<file path="src/sqi_map.vh">
// constants of the settings query interpreter: offsets, fields, codes, resets
// assumes a 100 MHz clock and a single AHB-Lite master
// Notes on behaviour
// - a command with the get flag replies the setting's value and changes nothing
// - the help-list command replies every query opcode but its own, 1 to 17, one word each
// - analog offset query: tap 0 gives all taps, 1 to 4 one tap
// - fixed-pattern range query returns each coefficient from start to end pixel
// - response-nonuniformity range query returns each gain coefficient in range
// - line-end statistics query returns 0 when off, 1 when on
// - coefficient-enable query returns fixed-pattern enable, then nonuniformity enable
// - frequency query takes selector 1 to 4 and returns that line's frequency
// - total gain per tap is user gain plus reference, and drives the gain used
// - sample-count query returns the lines averaged for coefficients and averages
// - averaged-pixel query returns the mean of pixel values over the range
// - pixel-value query returns the raw pixel values over the range
// - single coefficient query returns one pixel's fixed-pattern coefficient
// - three identity queries return model number, serial number, version
// - both corrections have own enables, set by one coefficient-enable command
// - link-mode query returns mode, class, taps, bit depth and time multiplexing
// - sample count takes only 256, 512 or 1024, reset value 1024
// - selector 1 is line sync, 2 and 4 spare, 3 forward direction
`ifndef SQI_MAP_VH
`define SQI_MAP_VH
// register byte offsets
`define SQI_OFS_CMD 8'h00
`define SQI_OFS_ARG1 8'h04
`define SQI_OFS_ARG2 8'h08
`define SQI_OFS_STAT 8'h0c
`define SQI_OFS_REPLY 8'h10
// command word fields
`define SQI_CMD_GET 8
`define SQI_CMD_NA 9
// status bits
`define SQI_ST_BUSY 0
`define SQI_ST_ERR 1
`define SQI_ST_VALID 2
`define SQI_ST_DONE 3
// opcodes
`define SQI_OP_AOFS 8'h01
`define SQI_OP_FPRNG 8'h02
`define SQI_OP_RNRNG 8'h03
`define SQI_OP_LINK 8'h04
`define SQI_OP_SAMP 8'h05
`define SQI_OP_EOLS 8'h06
`define SQI_OP_CEN 8'h07
`define SQI_OP_MODEL 8'h08
`define SQI_OP_SERIAL 8'h09
`define SQI_OP_VER 8'h0a
`define SQI_OP_FPONE 8'h0b
`define SQI_OP_PIXV 8'h0c
`define SQI_OP_PIXAVG 8'h0d
`define SQI_OP_FREQ 8'h0e
`define SQI_OP_GAIN 8'h0f
`define SQI_OP_GREF 8'h10
`define SQI_OP_TGAIN 8'h11
`define SQI_OP_HELP 8'h12
`define SQI_HELP_N 16'h0011
// pixel source select
`define SQI_SEL_RAW 2'h0
`define SQI_SEL_FP 2'h1
`define SQI_SEL_RN 2'h2
// reset values and legal sample counts
`define SQI_SAMP_RST 11'h400
`define SQI_SAMP_A 11'h100
`define SQI_SAMP_B 11'h200
`define SQI_SET_RST 16'h0000
// link mode word: mode 15, class medium, 4 taps, 8 bits, no mux
`define SQI_LINK_WORD 32'h0f14_0800
// timing
`define SQI_CLK_MHZ 100
`define SQI_GATE_US 1000
`define SQI_GATE_CYC (`SQI_GATE_US * `SQI_CLK_MHZ)
`define SQI_HZ_SCALE 32'd1000
`endif

</file>
<file path="src/sqi_top.v">
// settings query interpreter: command decode, reply sequencing, frequency gauge
// assumes an AHB-Lite master and a pixel source answering in the read cycle
`include "sqi_map.vh"

module sqi_top #(
  parameter [31:0] GATE_CYC = `SQI_GATE_CYC,
  parameter [31:0] MODEL_ID = 32'h0000_0a01, // arbitrary value
  parameter [31:0] SERIAL_ID = 32'h0000_0b02, // arbitrary value
  parameter [31:0] VERSION_ID = 32'h0000_0c03 // arbitrary value
)(
  // clock and reset
  input wire clk,
  input wire resetn,
  // ahb-lite slave
  input wire hsel,
  input wire [31:0] haddr,
  input wire [1:0] htrans,
  input wire hwrite,
  input wire [2:0] hsize,
  input wire [31:0] hwdata,
  input wire hready,
  output reg [31:0] hrdata,
  output reg hreadyout,
  output reg hresp,
  // control lines: sync, spare, forward, spare
  input wire [3:0] ctl_line,
  // pixel source port
  output reg pix_rd,
  output reg [1:0] pix_sel,
  output reg [12:0] pix_addr,
  input wire [15:0] pix_data,
  // settings in use
  output reg fixed_pattern_correction_en,
  output reg response_nonuniformity_correction_en,
  output reg eol_stats_en,
  output reg [10:0] line_samples,
  output reg [63:0] analog_offset,
  output reg [63:0] gain_total
);

  // ==========================================
  // states
  localparam [5:0] S_IDLE = 6'h01;
  localparam [5:0] S_CHK = 6'h02;
  localparam [5:0] S_RD = 6'h04;
  localparam [5:0] S_WT = 6'h08;
  localparam [5:0] S_PUT = 6'h10;
  localparam [5:0] S_DIV = 6'h20;

  // ==========================================
  // decode helpers
  function [1:0] op_args;
    input [7:0] op;
    begin
      case (op)
        `SQI_OP_FPRNG, `SQI_OP_RNRNG, `SQI_OP_PIXV, `SQI_OP_PIXAVG: op_args = 2'h2;
        `SQI_OP_AOFS, `SQI_OP_GAIN, `SQI_OP_TGAIN, `SQI_OP_FREQ, `SQI_OP_FPONE: op_args = 2'h1;
        default: op_args = 2'h0;
      endcase
    end
  endfunction

  function is_pix;
    input [7:0] op;
    begin
      case (op)
        `SQI_OP_FPRNG, `SQI_OP_RNRNG, `SQI_OP_PIXV, `SQI_OP_PIXAVG, `SQI_OP_FPONE: is_pix = 1'b1;
        default: is_pix = 1'b0;
      endcase
    end
  endfunction

  function is_tap;
    input [7:0] op;
    begin
      is_tap = (op == `SQI_OP_AOFS) | (op == `SQI_OP_GAIN) | (op == `SQI_OP_TGAIN);
    end
  endfunction

  // ==========================================
  // state and settings
  reg [5:0] state_r;
  reg [7:0] op_r;
  reg get_r;
  reg [1:0] na_r;
  reg [15:0] a1_r;
  reg [15:0] a2_r;
  reg [15:0] idx_r;
  reg [15:0] cnt_r;
  reg [15:0] cur_r;
  reg [15:0] last_r;
  reg [31:0] sum_r;
  reg [31:0] rem_r;
  reg [15:0] n_r;
  reg [5:0] dcnt_r;
  reg [31:0] reply_r;
  reg err_r;
  reg done_r;
  reg [63:0] gain_r;
  reg [15:0] gref_r;
  reg [31:0] win_r;
  reg wr_r;
  reg [7:0] wa_r;

  wire acc = hsel & htrans[1] & hready;
  wire pop = acc & ~hwrite & (haddr[7:0] == `SQI_OFS_REPLY) & state_r[4];
  wire tick = (win_r == GATE_CYC - 32'h1);
  wire [63:0] freq_w;
  wire [63:0] tsum_w;

  // ==========================================
  // control line frequency gauge
  genvar gi;
  generate
    for (gi = 0; gi < 4; gi = gi + 1)
    begin : g_line
      reg [2:0] sh_r;
      reg lvl_r;
      reg [15:0] ec_r;
      reg [15:0] fq_r;
      wire rise = (sh_r[1] == sh_r[2]) & sh_r[1] & ~lvl_r;
      always @(posedge clk)
      begin
        if (!resetn)
        begin
          sh_r <= 3'h0;
          lvl_r <= 1'b0;
          ec_r <= 16'h0;
          fq_r <= 16'h0;
        end
        else
        begin
          sh_r <= {sh_r[1:0], ctl_line[gi]};
          if (sh_r[1] == sh_r[2])
            lvl_r <= sh_r[1];
          if (tick)
          begin
            fq_r <= ec_r + {15'h0, rise};
            ec_r <= 16'h0;
          end
          else
            ec_r <= ec_r + {15'h0, rise};
        end
      end
      assign freq_w[gi*16 +: 16] = fq_r;
      assign tsum_w[gi*16 +: 16] = gain_r[gi*16 +: 16] + gref_r;
    end
  endgenerate

  // ==========================================
  // reply word for the current list position
  reg [15:0] widx;
  reg [1:0] tap;
  reg [1:0] fsel;
  reg [31:0] word;
  reg [15:0] nwords;
  reg err_w;
  always @*
  begin
    widx = state_r[1] ? 16'h0 : idx_r + 16'h1;
    tap = (a1_r == 16'h0) ? widx[1:0] : a1_r[1:0] - 2'h1;
    fsel = a1_r[1:0] - 2'h1;
    word = 32'h0;
    nwords = 16'h1;
    case (op_r)
      `SQI_OP_AOFS: word = {16'h0, analog_offset[{tap, 4'h0} +: 16]};
      `SQI_OP_GAIN: word = {16'h0, gain_r[{tap, 4'h0} +: 16]};
      `SQI_OP_TGAIN: word = {16'h0, gain_total[{tap, 4'h0} +: 16]};
      `SQI_OP_GREF: word = {16'h0, gref_r};
      `SQI_OP_LINK: word = `SQI_LINK_WORD;
      `SQI_OP_SAMP: word = {21'h0, line_samples};
      `SQI_OP_EOLS: word = {31'h0, eol_stats_en};
      `SQI_OP_CEN: word = {31'h0, widx[0] ? response_nonuniformity_correction_en
                                             : fixed_pattern_correction_en};
      `SQI_OP_MODEL: word = MODEL_ID;
      `SQI_OP_SERIAL: word = SERIAL_ID;
      `SQI_OP_VER: word = VERSION_ID;
      `SQI_OP_FREQ: word = {16'h0, freq_w[{fsel, 4'h0} +: 16]} * `SQI_HZ_SCALE;
      `SQI_OP_HELP: word = {24'h0, widx[7:0] + 8'h1};
      default: word = 32'h0;
    endcase
    if (is_tap(op_r) && a1_r == 16'h0)
      nwords = 16'h4;
    else if (op_r == `SQI_OP_CEN)
      nwords = 16'h2;
    else if (op_r == `SQI_OP_HELP)
      nwords = `SQI_HELP_N;
    // argument and opcode checks
    err_w = (op_r == 8'h0) | (op_r > `SQI_OP_HELP);
    if (get_r)
    begin
      if (na_r < op_args(op_r))
        err_w = 1'b1;
      if (is_tap(op_r) && a1_r > 16'h4)
        err_w = 1'b1;
      if (op_r == `SQI_OP_FREQ && (a1_r == 16'h0 || a1_r > 16'h4))
        err_w = 1'b1;
      if (is_pix(op_r) && a1_r == 16'h0)
        err_w = 1'b1;
    end
    else
    begin
      case (op_r)
        `SQI_OP_AOFS, `SQI_OP_GAIN: err_w = (na_r < 2'h2) | (a1_r > 16'h4);
        `SQI_OP_CEN: err_w = (na_r < 2'h2);
        `SQI_OP_GREF, `SQI_OP_EOLS: err_w = (na_r == 2'h0);
        `SQI_OP_SAMP: err_w = (na_r == 2'h0) | ~((a1_r == {5'h0, `SQI_SAMP_A}) |
                              (a1_r == {5'h0, `SQI_SAMP_B}) | (a1_r == {5'h0, `SQI_SAMP_RST}));
        default: err_w = 1'b1;
      endcase
    end
  end

  wire [31:0] rem2 = {rem_r[30:0], sum_r[31]};
  wire ge = (rem2 >= {16'h0, n_r});

  // ==========================================
  // bus slave and sequencer
  always @(posedge clk)
  begin
    if (!resetn)
    begin
      hrdata <= 32'h0;
      hreadyout <= 1'b1;
      hresp <= 1'b0;
      wr_r <= 1'b0;
      wa_r <= 8'h0;
      state_r <= S_IDLE;
      op_r <= 8'h0;
      get_r <= 1'b0;
      na_r <= 2'h0;
      a1_r <= 16'h0;
      a2_r <= 16'h0;
      idx_r <= 16'h0;
      cnt_r <= 16'h0;
      cur_r <= 16'h0;
      last_r <= 16'h0;
      sum_r <= 32'h0;
      rem_r <= 32'h0;
      n_r <= 16'h0;
      dcnt_r <= 6'h0;
      reply_r <= 32'h0;
      err_r <= 1'b0;
      done_r <= 1'b0;
      pix_rd <= 1'b0;
      pix_sel <= `SQI_SEL_RAW;
      pix_addr <= 13'h0;
      fixed_pattern_correction_en <= 1'b0;
      response_nonuniformity_correction_en <= 1'b0;
      eol_stats_en <= 1'b0;
      line_samples <= `SQI_SAMP_RST;
      analog_offset <= {4{`SQI_SET_RST}};
      gain_r <= {4{`SQI_SET_RST}};
      gref_r <= `SQI_SET_RST;
      gain_total <= {4{`SQI_SET_RST}};
      win_r <= 32'h0;
    end
    else
    begin
      win_r <= tick ? 32'h0 : win_r + 32'h1;
      gain_total <= tsum_w;
      pix_rd <= 1'b0;
      wr_r <= acc & hwrite;
      wa_r <= haddr[7:0];
      if (acc & ~hwrite)
      begin
        case (haddr[7:0])
          `SQI_OFS_ARG1: hrdata <= {16'h0, a1_r};
          `SQI_OFS_ARG2: hrdata <= {16'h0, a2_r};
          `SQI_OFS_STAT: hrdata <= {28'h0, done_r, state_r[4], err_r, ~state_r[0]};
          `SQI_OFS_REPLY: hrdata <= state_r[4] ? reply_r : 32'h0;
          default: hrdata <= 32'h0;
        endcase
      end
      if (wr_r && state_r[0])
      begin
        case (wa_r)
          `SQI_OFS_ARG1: a1_r <= hwdata[15:0];
          `SQI_OFS_ARG2: a2_r <= hwdata[15:0];
          `SQI_OFS_CMD:
          begin
            op_r <= hwdata[7:0];
            get_r <= hwdata[`SQI_CMD_GET];
            na_r <= hwdata[`SQI_CMD_NA +: 2];
            err_r <= 1'b0;
            done_r <= 1'b0;
            state_r <= S_CHK;
          end
          default: ;
        endcase
      end
      case (state_r)
        S_IDLE: ;
        S_CHK:
        begin
          if (err_w)
          begin
            err_r <= 1'b1;
            done_r <= 1'b1;
            state_r <= S_IDLE;
          end
          else if (!get_r)
          begin
            case (op_r)
              `SQI_OP_AOFS:
                if (a1_r == 16'h0)
                  analog_offset <= {4{a2_r}};
                else
                  analog_offset[{fsel, 4'h0} +: 16] <= a2_r;
              `SQI_OP_GAIN:
                if (a1_r == 16'h0)
                  gain_r <= {4{a2_r}};
                else
                  gain_r[{fsel, 4'h0} +: 16] <= a2_r;
              `SQI_OP_GREF: gref_r <= a1_r;
              `SQI_OP_SAMP: line_samples <= a1_r[10:0];
              `SQI_OP_EOLS: eol_stats_en <= a1_r[0];
              `SQI_OP_CEN:
              begin
                fixed_pattern_correction_en <= a1_r[0];
                response_nonuniformity_correction_en <= a2_r[0];
              end
              default: ;
            endcase
            done_r <= 1'b1;
            state_r <= S_IDLE;
          end
          else if (is_pix(op_r))
          begin
            cur_r <= a1_r;
            last_r <= (op_r == `SQI_OP_FPONE || a2_r <= a1_r) ? a1_r : a2_r;
            sum_r <= 32'h0;
            n_r <= 16'h0;
            case (op_r)
              `SQI_OP_FPRNG, `SQI_OP_FPONE: pix_sel <= `SQI_SEL_FP;
              `SQI_OP_RNRNG: pix_sel <= `SQI_SEL_RN;
              default: pix_sel <= `SQI_SEL_RAW;
            endcase
            state_r <= S_RD;
          end
          else
          begin
            idx_r <= 16'h0;
            cnt_r <= nwords;
            reply_r <= word;
            state_r <= S_PUT;
          end
        end
        S_RD:
        begin
          pix_rd <= 1'b1;
          pix_addr <= cur_r[12:0];
          state_r <= S_WT;
        end
        S_WT:
        begin
          if (op_r == `SQI_OP_PIXAVG)
          begin
            sum_r <= sum_r + {16'h0, pix_data};
            n_r <= n_r + 16'h1;
            if (cur_r == last_r)
            begin
              rem_r <= 32'h0;
              dcnt_r <= 6'h0;
              state_r <= S_DIV;
            end
            else
            begin
              cur_r <= cur_r + 16'h1;
              state_r <= S_RD;
            end
          end
          else
          begin
            reply_r <= {16'h0, pix_data};
            state_r <= S_PUT;
          end
        end
        S_DIV:
        begin
          sum_r <= {sum_r[30:0], ge};
          rem_r <= ge ? rem2 - {16'h0, n_r} : rem2;
          dcnt_r <= dcnt_r + 6'h1;
          if (dcnt_r == 6'h1f)
          begin
            reply_r <= {sum_r[30:0], ge};
            cur_r <= last_r;
            state_r <= S_PUT;
          end
        end
        S_PUT:
          if (pop)
          begin
            if (is_pix(op_r) && cur_r != last_r)
            begin
              cur_r <= cur_r + 16'h1;
              state_r <= S_RD;
            end
            else if (!is_pix(op_r) && idx_r + 16'h1 < cnt_r)
            begin
              idx_r <= idx_r + 16'h1;
              reply_r <= word;
            end
            else
            begin
              done_r <= 1'b1;
              state_r <= S_IDLE;
            end
          end
        default: state_r <= S_IDLE;
      endcase
    end
  end

endmodule // sqi_top

</file>
<file path="config.mk">
export PLATFORM = sky130hd
export DESIGN_NAME = sqi_top
export DESIGN_NICKNAME = d
export VERILOG_FILES = /design/src/sqi_top.v
export VERILOG_INCLUDE_DIRS = /design/src
export SDC_FILE = /design/constraint.sdc
export NUM_CORES = 2
export LEC_CHECK = 0
export BUFFER_PORTS_ARGS = -buffer_cell sky130_fd_sc_hd__buf_2
export CAP_MARGIN = 0
export CORE_MARGIN = 1
export CORE_UTILIZATION = 45
export CTS_CLUSTER_DIAMETER = 40
export DETAILED_ROUTE_END_ITERATION = 6
export GPL_ROUTABILITY_DRIVEN = 1
export PLACE_DENSITY = 0.73
export SLEW_MARGIN = 20
export SYNTH_ARGS = -nofsm -noshare
export SYNTH_HDL_FRONTEND = slang
export SYNTH_SLANG_ARGS = --single-unit
</file>
<file path="constraint.sdc">
create_clock -name clk -period 9.3 [get_ports clk]
set_input_delay 1.86 -clock clk [delete_from_list [all_inputs] [get_ports clk]]
set_output_delay 1.86 -clock clk [all_outputs]
set_load 0.05 [all_outputs]
</file>
# ---- Word level (Yosys, flattened, before mapping)
# Memories as Yosys holds them, arrays and structs flattened. A register that Yosys moved wholly into a read port is not among the register bits.
# Cells that the tools add are included.
dict set report classes {
  add_sub_neg 18
  n_lt_le_gt_ge 7
  shifts 6
  mul 1
  n_bitwise 32
  n_mux 104
  eq_ne 54
  reduce_logical 42
}
# op n
set op_table {}
lappend op_table {{32-bit 2-to-1 mux} 13}
lappend op_table {{28-bit one-hot mux with 13 select lines} 1}
lappend op_table {{16-bit 2-to-1 mux} 19}
lappend op_table {{32-bit one-hot mux with 4 select lines} 2}
lappend op_table {{64-bit by 7-bit variable part select with 16-bit output} 4}
lappend op_table {{64-bit bitwise mux} 2}
lappend op_table {{64-bit 2-to-1 mux} 2}
lappend op_table {{32-bit one-hot mux with 3 select lines} 1}
lappend op_table {{31-bit 2-to-1 mux} 3}
lappend op_table {{8-bit by 4-bit == test with 1-bit output (second input constant)} 11}
lappend op_table {{16-bit by 1-bit adder with 16-bit output} 4}
lappend op_table {{16-bit adder} 4}
lappend op_table {{16-bit one-hot mux with 2 select lines} 2}
lappend op_table {{16-bit one-hot mux with 4 select lines} 1}
lappend op_table {{16-bit by 8-bit variable shift with 64-bit output (first input constant)} 1}
lappend op_table {{16-bit by 8-bit variable part select with 64-bit output} 1}
lappend op_table {{31-bit one-hot mux with 2 select lines} 1}
lappend op_table {{6-bit 2-to-1 mux} 10}
lappend op_table {{16-bit by 1-bit adder with 16-bit output (second input constant)} 3}
lappend op_table {{8-bit by 3-bit == test with 1-bit output (second input constant)} 6}
lappend op_table {{5-bit 2-to-1 mux} 8}
lappend op_table {{6-bit one-hot mux with 6 select lines} 1}
lappend op_table {{32-bit by 1-bit adder with 32-bit output (second input constant)} 1}
lappend op_table {{32-bit by 16-bit adder with 32-bit output} 1}
lappend op_table {{58 further kinds} 162}
dict set report word_totals {
  input_bits 94
  ff_bits 687
  word_cells 313
  romBits 64
  n_memories 1
}
# memory words width read_ports rd_ports_with_merged_regs wr line_no
set memory_table {}
lappend memory_table {{(no name shown)} 32 2 1 1 0 sqi_top.v:55} ;# case (op)

# ---- Longest topological paths before layout
dict set report depth {
  word_depth 19
  mapped_depth 24
  depth_no_buf 22
}

# ---- Least setup slack after synthesis
# Ideal clock, no wire load.
dict set report synth_timing {
  kind {register to register}
  from {reg a1_r[0]}
  to {reg reply_r[25]}
  path_stages_with_launch 23
  path_buffers 3
  setup_slack_ps 2289
  arrival_time_ps 6921
  required_ps 9209
  cell_sequence {dfxtp_1 > clkbuf_1 > inv_1 > ha_1 > buf_1 > clkbuf_1 > mux4_2 > inv_1 > fa_1 > fa_1 > fa_1 > fa_1 > inv_1 > ha_1 > a211o_1 > or3_1 > o2111ai_1 > a21oi_1 > o31ai_1 > nor2_1 > a2111oi_0 > xnor2_1 > a311oi_1}
}
dict set report synth_via {
  elab_chain_cells 9
}
# element line_no
set synth_rtl {}
lappend synth_rtl {{start: declaration} sqi_top.v:86} ;# reg [15:0] a1_r;
lappend synth_rtl {{start signal: assignment} sqi_top.v:278} ;# `SQI_OFS_ARG1: a1_r <= hwdata[15:0];
lappend synth_rtl {{parallel branches: the longest is 9 deep, another holds 16-bit by 7-bit multiplier with 23-bit output} -}
lappend synth_rtl {{end signal: assignment} sqi_top.v:345} ;# reply_r <= word;
lappend synth_rtl {{end signal: assignment} sqi_top.v:375} ;# reply_r <= {16'h0, pix_data};
lappend synth_rtl {{end signal: assignment} sqi_top.v:386} ;# reply_r <= {sum_r[30:0], ge};
lappend synth_rtl {{end: declaration} sqi_top.v:96} ;# reg [31:0] reply_r;
# Several ways; the timed one is not identified. The select of a mux whose other input is x is not followed.
# A chain may end at the register's enable or synchronous reset.

# ---- Worst setup path after layout
dict set report layout_timing {
  from {reg a1_r[1]}
  to {reg reply_r[25]}
}
# The elaborated chain is that of the path after synthesis.

==> key figures <==
Timing
  • Clk_skew: 65.73 ps
  • Final hold vios: 0
  • Max Slew Vio Count: 0
  • RSZ-0062 raised after global routing: no
  • Post-route setup TNS: 0 ps
  • Worst-Margin Slew: 1161 ps
  • Final cycle utilization of the critical path: 0.7818
  • Max Freq: 0.1375 GHz
  • Worst slew margin: 0.2263
  • Shortest period the worst path allows: 7271 ps
  • Setup violations, final: 0

Critical path
  • CP startpoint kind: register
  • Crit end category: register
  • Worst endpoint data arrival time: 7850 ps
  • Critical-path maximum fanout: 16
  • Required @ worst endpoint: 9880 ps
  • Critical path type: reg2reg

Floorplan
  • Ports: 286
  • Site Rows: between 100 and 150
  • Die Span Y: 289.8 um
  • Core area: 81980 um2
  • Initial Util: 0.4547
  • Die Wd: 289.8 um
  • Die area: 83980 um2

CTS
  • Htree depth: 3
  • Clock transition at path regs: 50 ps
  • Hold buffer count at CTS: 0
  • CTS tree: done
  • Num CTS Buffers: 103
  • Worst-Skew Late Latency: roughly 690 ps
  • Clk sinks: 677
  • CTS root buf: clkbuf_16
  • Post-CTS setup buffers: 0
  • Post-CTS Resized: 0
  • Clock buffer depth: 3

Drt
  • DR vias: 34440
  • DRT iter0 DRCs: 3614
  • DRT Wirelength: 120.2 mm
  • Iteration count of the initial detailed-routing pass: 7
  • Vias per std cell: 5.948
  • Routed Antenna Nets: 0
  • Drt drc: 18
  • Average wire per standard cell: 20.77 um

GRT
  • First-pass GRT wire length: 181.9 mm
  • Vias in the first global route: between 30000 and 40000
  • Overflow after GRT: 0
  • Largest net degree at the start of global routing: about 160
  • GRT Resource Usage Total: 0.2774
  • Initial antenna violation count: 5

Power and ir drop
  • Pwr dens: 167.2 nW/um2
  • Leak: 17.34 nW
  • VDD IR max: 0.1795 mV
  • Pwr Total: 0.007192 W

Final layout
  • Layout cell share with drive strength beyond 1: 0.1287
  • Post-layout nets: 4971
  • Area grow syn2layout: 15.42%
  • Area taken by multi-input logic gates: between 20000 and 25000 um2
  • Fill cells: 7542
  • Register area: between 10000 and 15000 um2
  • Non-filler instance count after layout: 5790

Logic synthesis
  • Synth Cell Area: 37270 um2
  • Main combinational cell family by area after synthesis: simple AND/OR/NAND/NOR gates
  • Syn Inst Count: 4508
  • Mux cell area share after synthesis: 0.04401
  • EDFF count, synth: 0
  • Post-synth top flop: dfxtp_1
  • Xor-xnor portion of the synthesized cell area: 0.05452
  • Largest area contributor in the netlist: dfxtp_1
  • Netlist cell types: 83
  • Largest cells by area after synthesis: dfxtp_1 (36%), ha_1 (6.3%), nor2_1 (5.9%)
  • Average size of a mapped cell: 8.268 um2
  • Sequential area share after synthesis: 0.3636
  • Synth Area in Simple Gates: 0.2133
  • Post-synthesis net count: 4850
  • Compound-gate portion of the synthesized area: 0.1809
  • #FFs+latches synth: 677
  • YS warnings: 0
  • Adder-Cell Fraction of Synth Area: 0.09534
  • Async S/R FF share, synth: 0
  • Synth top area share: 0.3636

Placed design
  • Port Buffers: roughly 240
  • Post-DP HPWL: 83.70 mm
  • Inst Count DP: between 5000 and 6000
  • RD Place Congestion: 0.9719

Hold path
  • HP Class: reg2reg

Flow run
  • Max Cap Viol: 0

Status
  • Status: finished, violations left
  • Failing checks: design-rule violations
cells by family (layout without fill, tap and decap cells):
kind of cell / after synthesis / in the layout
xor+xnor: 232 / 232
mux: 144 / 144
other cells: 2 / 5
simple gates: 1701 / 1701
compound gates: 1049 / 1049
flops: 677 / 677
buf+inv: 455 / 664
fa+ha+maj: 248 / 248
routing by layer:
metal | vias up | global-route usage | wire length, um
li1 | 16160 | - | -
met1 | 16340 | 0.3717 | 49760
met2 | 1588 | 0.4129 | 51640
met3 | 337 | 0.07190 | 12830
met4 | 8 | 0.1356 | 5952
met5 | - | 0 | 65
sequential cells by signal, summed over array words and instances (netlist names), 31 cells and up, named ones only:
| register | count |
|---|---|
| gain_total | 64 |
| sum_r | 32 |
| rem_r | 31 |
| reply_r | 32 |
| hrdata | 32 |
| g_line.fq_r | 64 |
| gain_r | 64 |
| analog_offset | 64 |
| win_r | 32 |
| g_line.ec_r | 64 |
power by group:
part           leakage, nW  internal (W)  switching (W)
clock network         1.81       0.00259        0.00158
logic                 10.1     0.0000270      0.0000863
registers             5.46       0.00291     0.00000412
total                 17.3       0.00553        0.00167
final timing paths:
check	start	to	slack [ps]	cells past startpoint
worst max-delay path	a1_r[1]	reply_r[25]	2030	22
worst min register to register	g_line[3].sh_r[0]	g_line[3].sh_r[1]	430	1
worst min-delay path	g_line[3].sh_r[0]	g_line[3].sh_r[1]	430	1
worst max register to register	a1_r[1]	reply_r[25]	2030	22
through the flow:
step                area (um2)  setup WS (ps)  hold WS [ps]  utilization
finish                   43020           2030         430.0       0.5248
global route             43010           1560         456.0       0.5247
CTS                      42990           2014         435.6       0.5244
detailed placement       39220           2027         423.6       0.4784
global placement         39220           2174         418.4       0.4784
floorplan                37270           2289         411.9            -
cells in the mapped netlist (all sizes together) (8+ instances only):
cell and n:
nor2 589, a221oi 25, and3 65, a211oi 49, nor2b 78, mux2i 120
a21boi 10, mux4 15, nor3b 9, o31ai 13, o311ai 10, buf 41
o22ai 11, a21oi 412, nand2b 30, o2111ai 8, mux2 9, a222oi 28
clkbuf 231, nand4 48, nor3 97, o211ai 18, inv 183, o21bai 8
xnor2 118, a311oi 13, nand2 460, o2bb2ai 12, and2 54, nand3 131
ha 188, or2 17, nand3b 19, a22o 18, dfxtp 677, a31oi 50
a21o 30, o21ai 180, or4 15, or3 36, nor4 32, o21a 25
a22oi 61, fa 60, xor2 114
area by class of cell:
cell class / count / share of cell area
Antenna cell: 3 / 0.0001745
Clock buffer: 123 / 0.06422
Clock inverter: 70 / 0.02335
Inverter: 183 / 0.01614
Multi-Input combinational cell: 3376 / 0.5132
Sequential cell: 677 / 0.3151
Tap cell: 1070 / 0.03112
Timing Repair Buffer: 288 / 0.03670
placed cells by master, fill, tap and decap left out, types with 52 or more instances in the layout:
master / netlist / final
o21ai_0: 180 / 180
nand3_1: 131 / 130
a21oi_1: 382 / 382
xor2_1: 114 / 114
nor2b_1: 78 / 77
and2_1: 52 / 52
clkbuf_16: 0 / 103
nor2_1: 585 / 581
nand2_1: 430 / 429
dfxtp_1: 677 / 676
xnor2_1: 118 / 118
nor3_1: 97 / 92
mux2i_1: 120 / 117
fa_1: 60 / 60
and3_1: 65 / 65
ha_1: 188 / 188
inv_1: 182 / 182
a22oi_1: 61 / 61
buf_2: 5 / 238
critical path, cell delays in order, from the launching register on:
cell and delay [ps]:
dfxtp_1 580, inv_1 170, ha_1 540, buf_4 340, mux2_2 380, o21ai_0 270, inv_1 180, fa_1 530
inv_1 60, fa_1 510, fa_1 540, inv_1 50, fa_1 470, ha_1 250, a211o_1 290, or3_1 330
o2111ai_1 250, a21oi_1 160, o31ai_1 360, nor2_1 80, a2111oi_0 460, xnor2_1 110, a311oi_1 250
(Power assumes the default switching activity.)
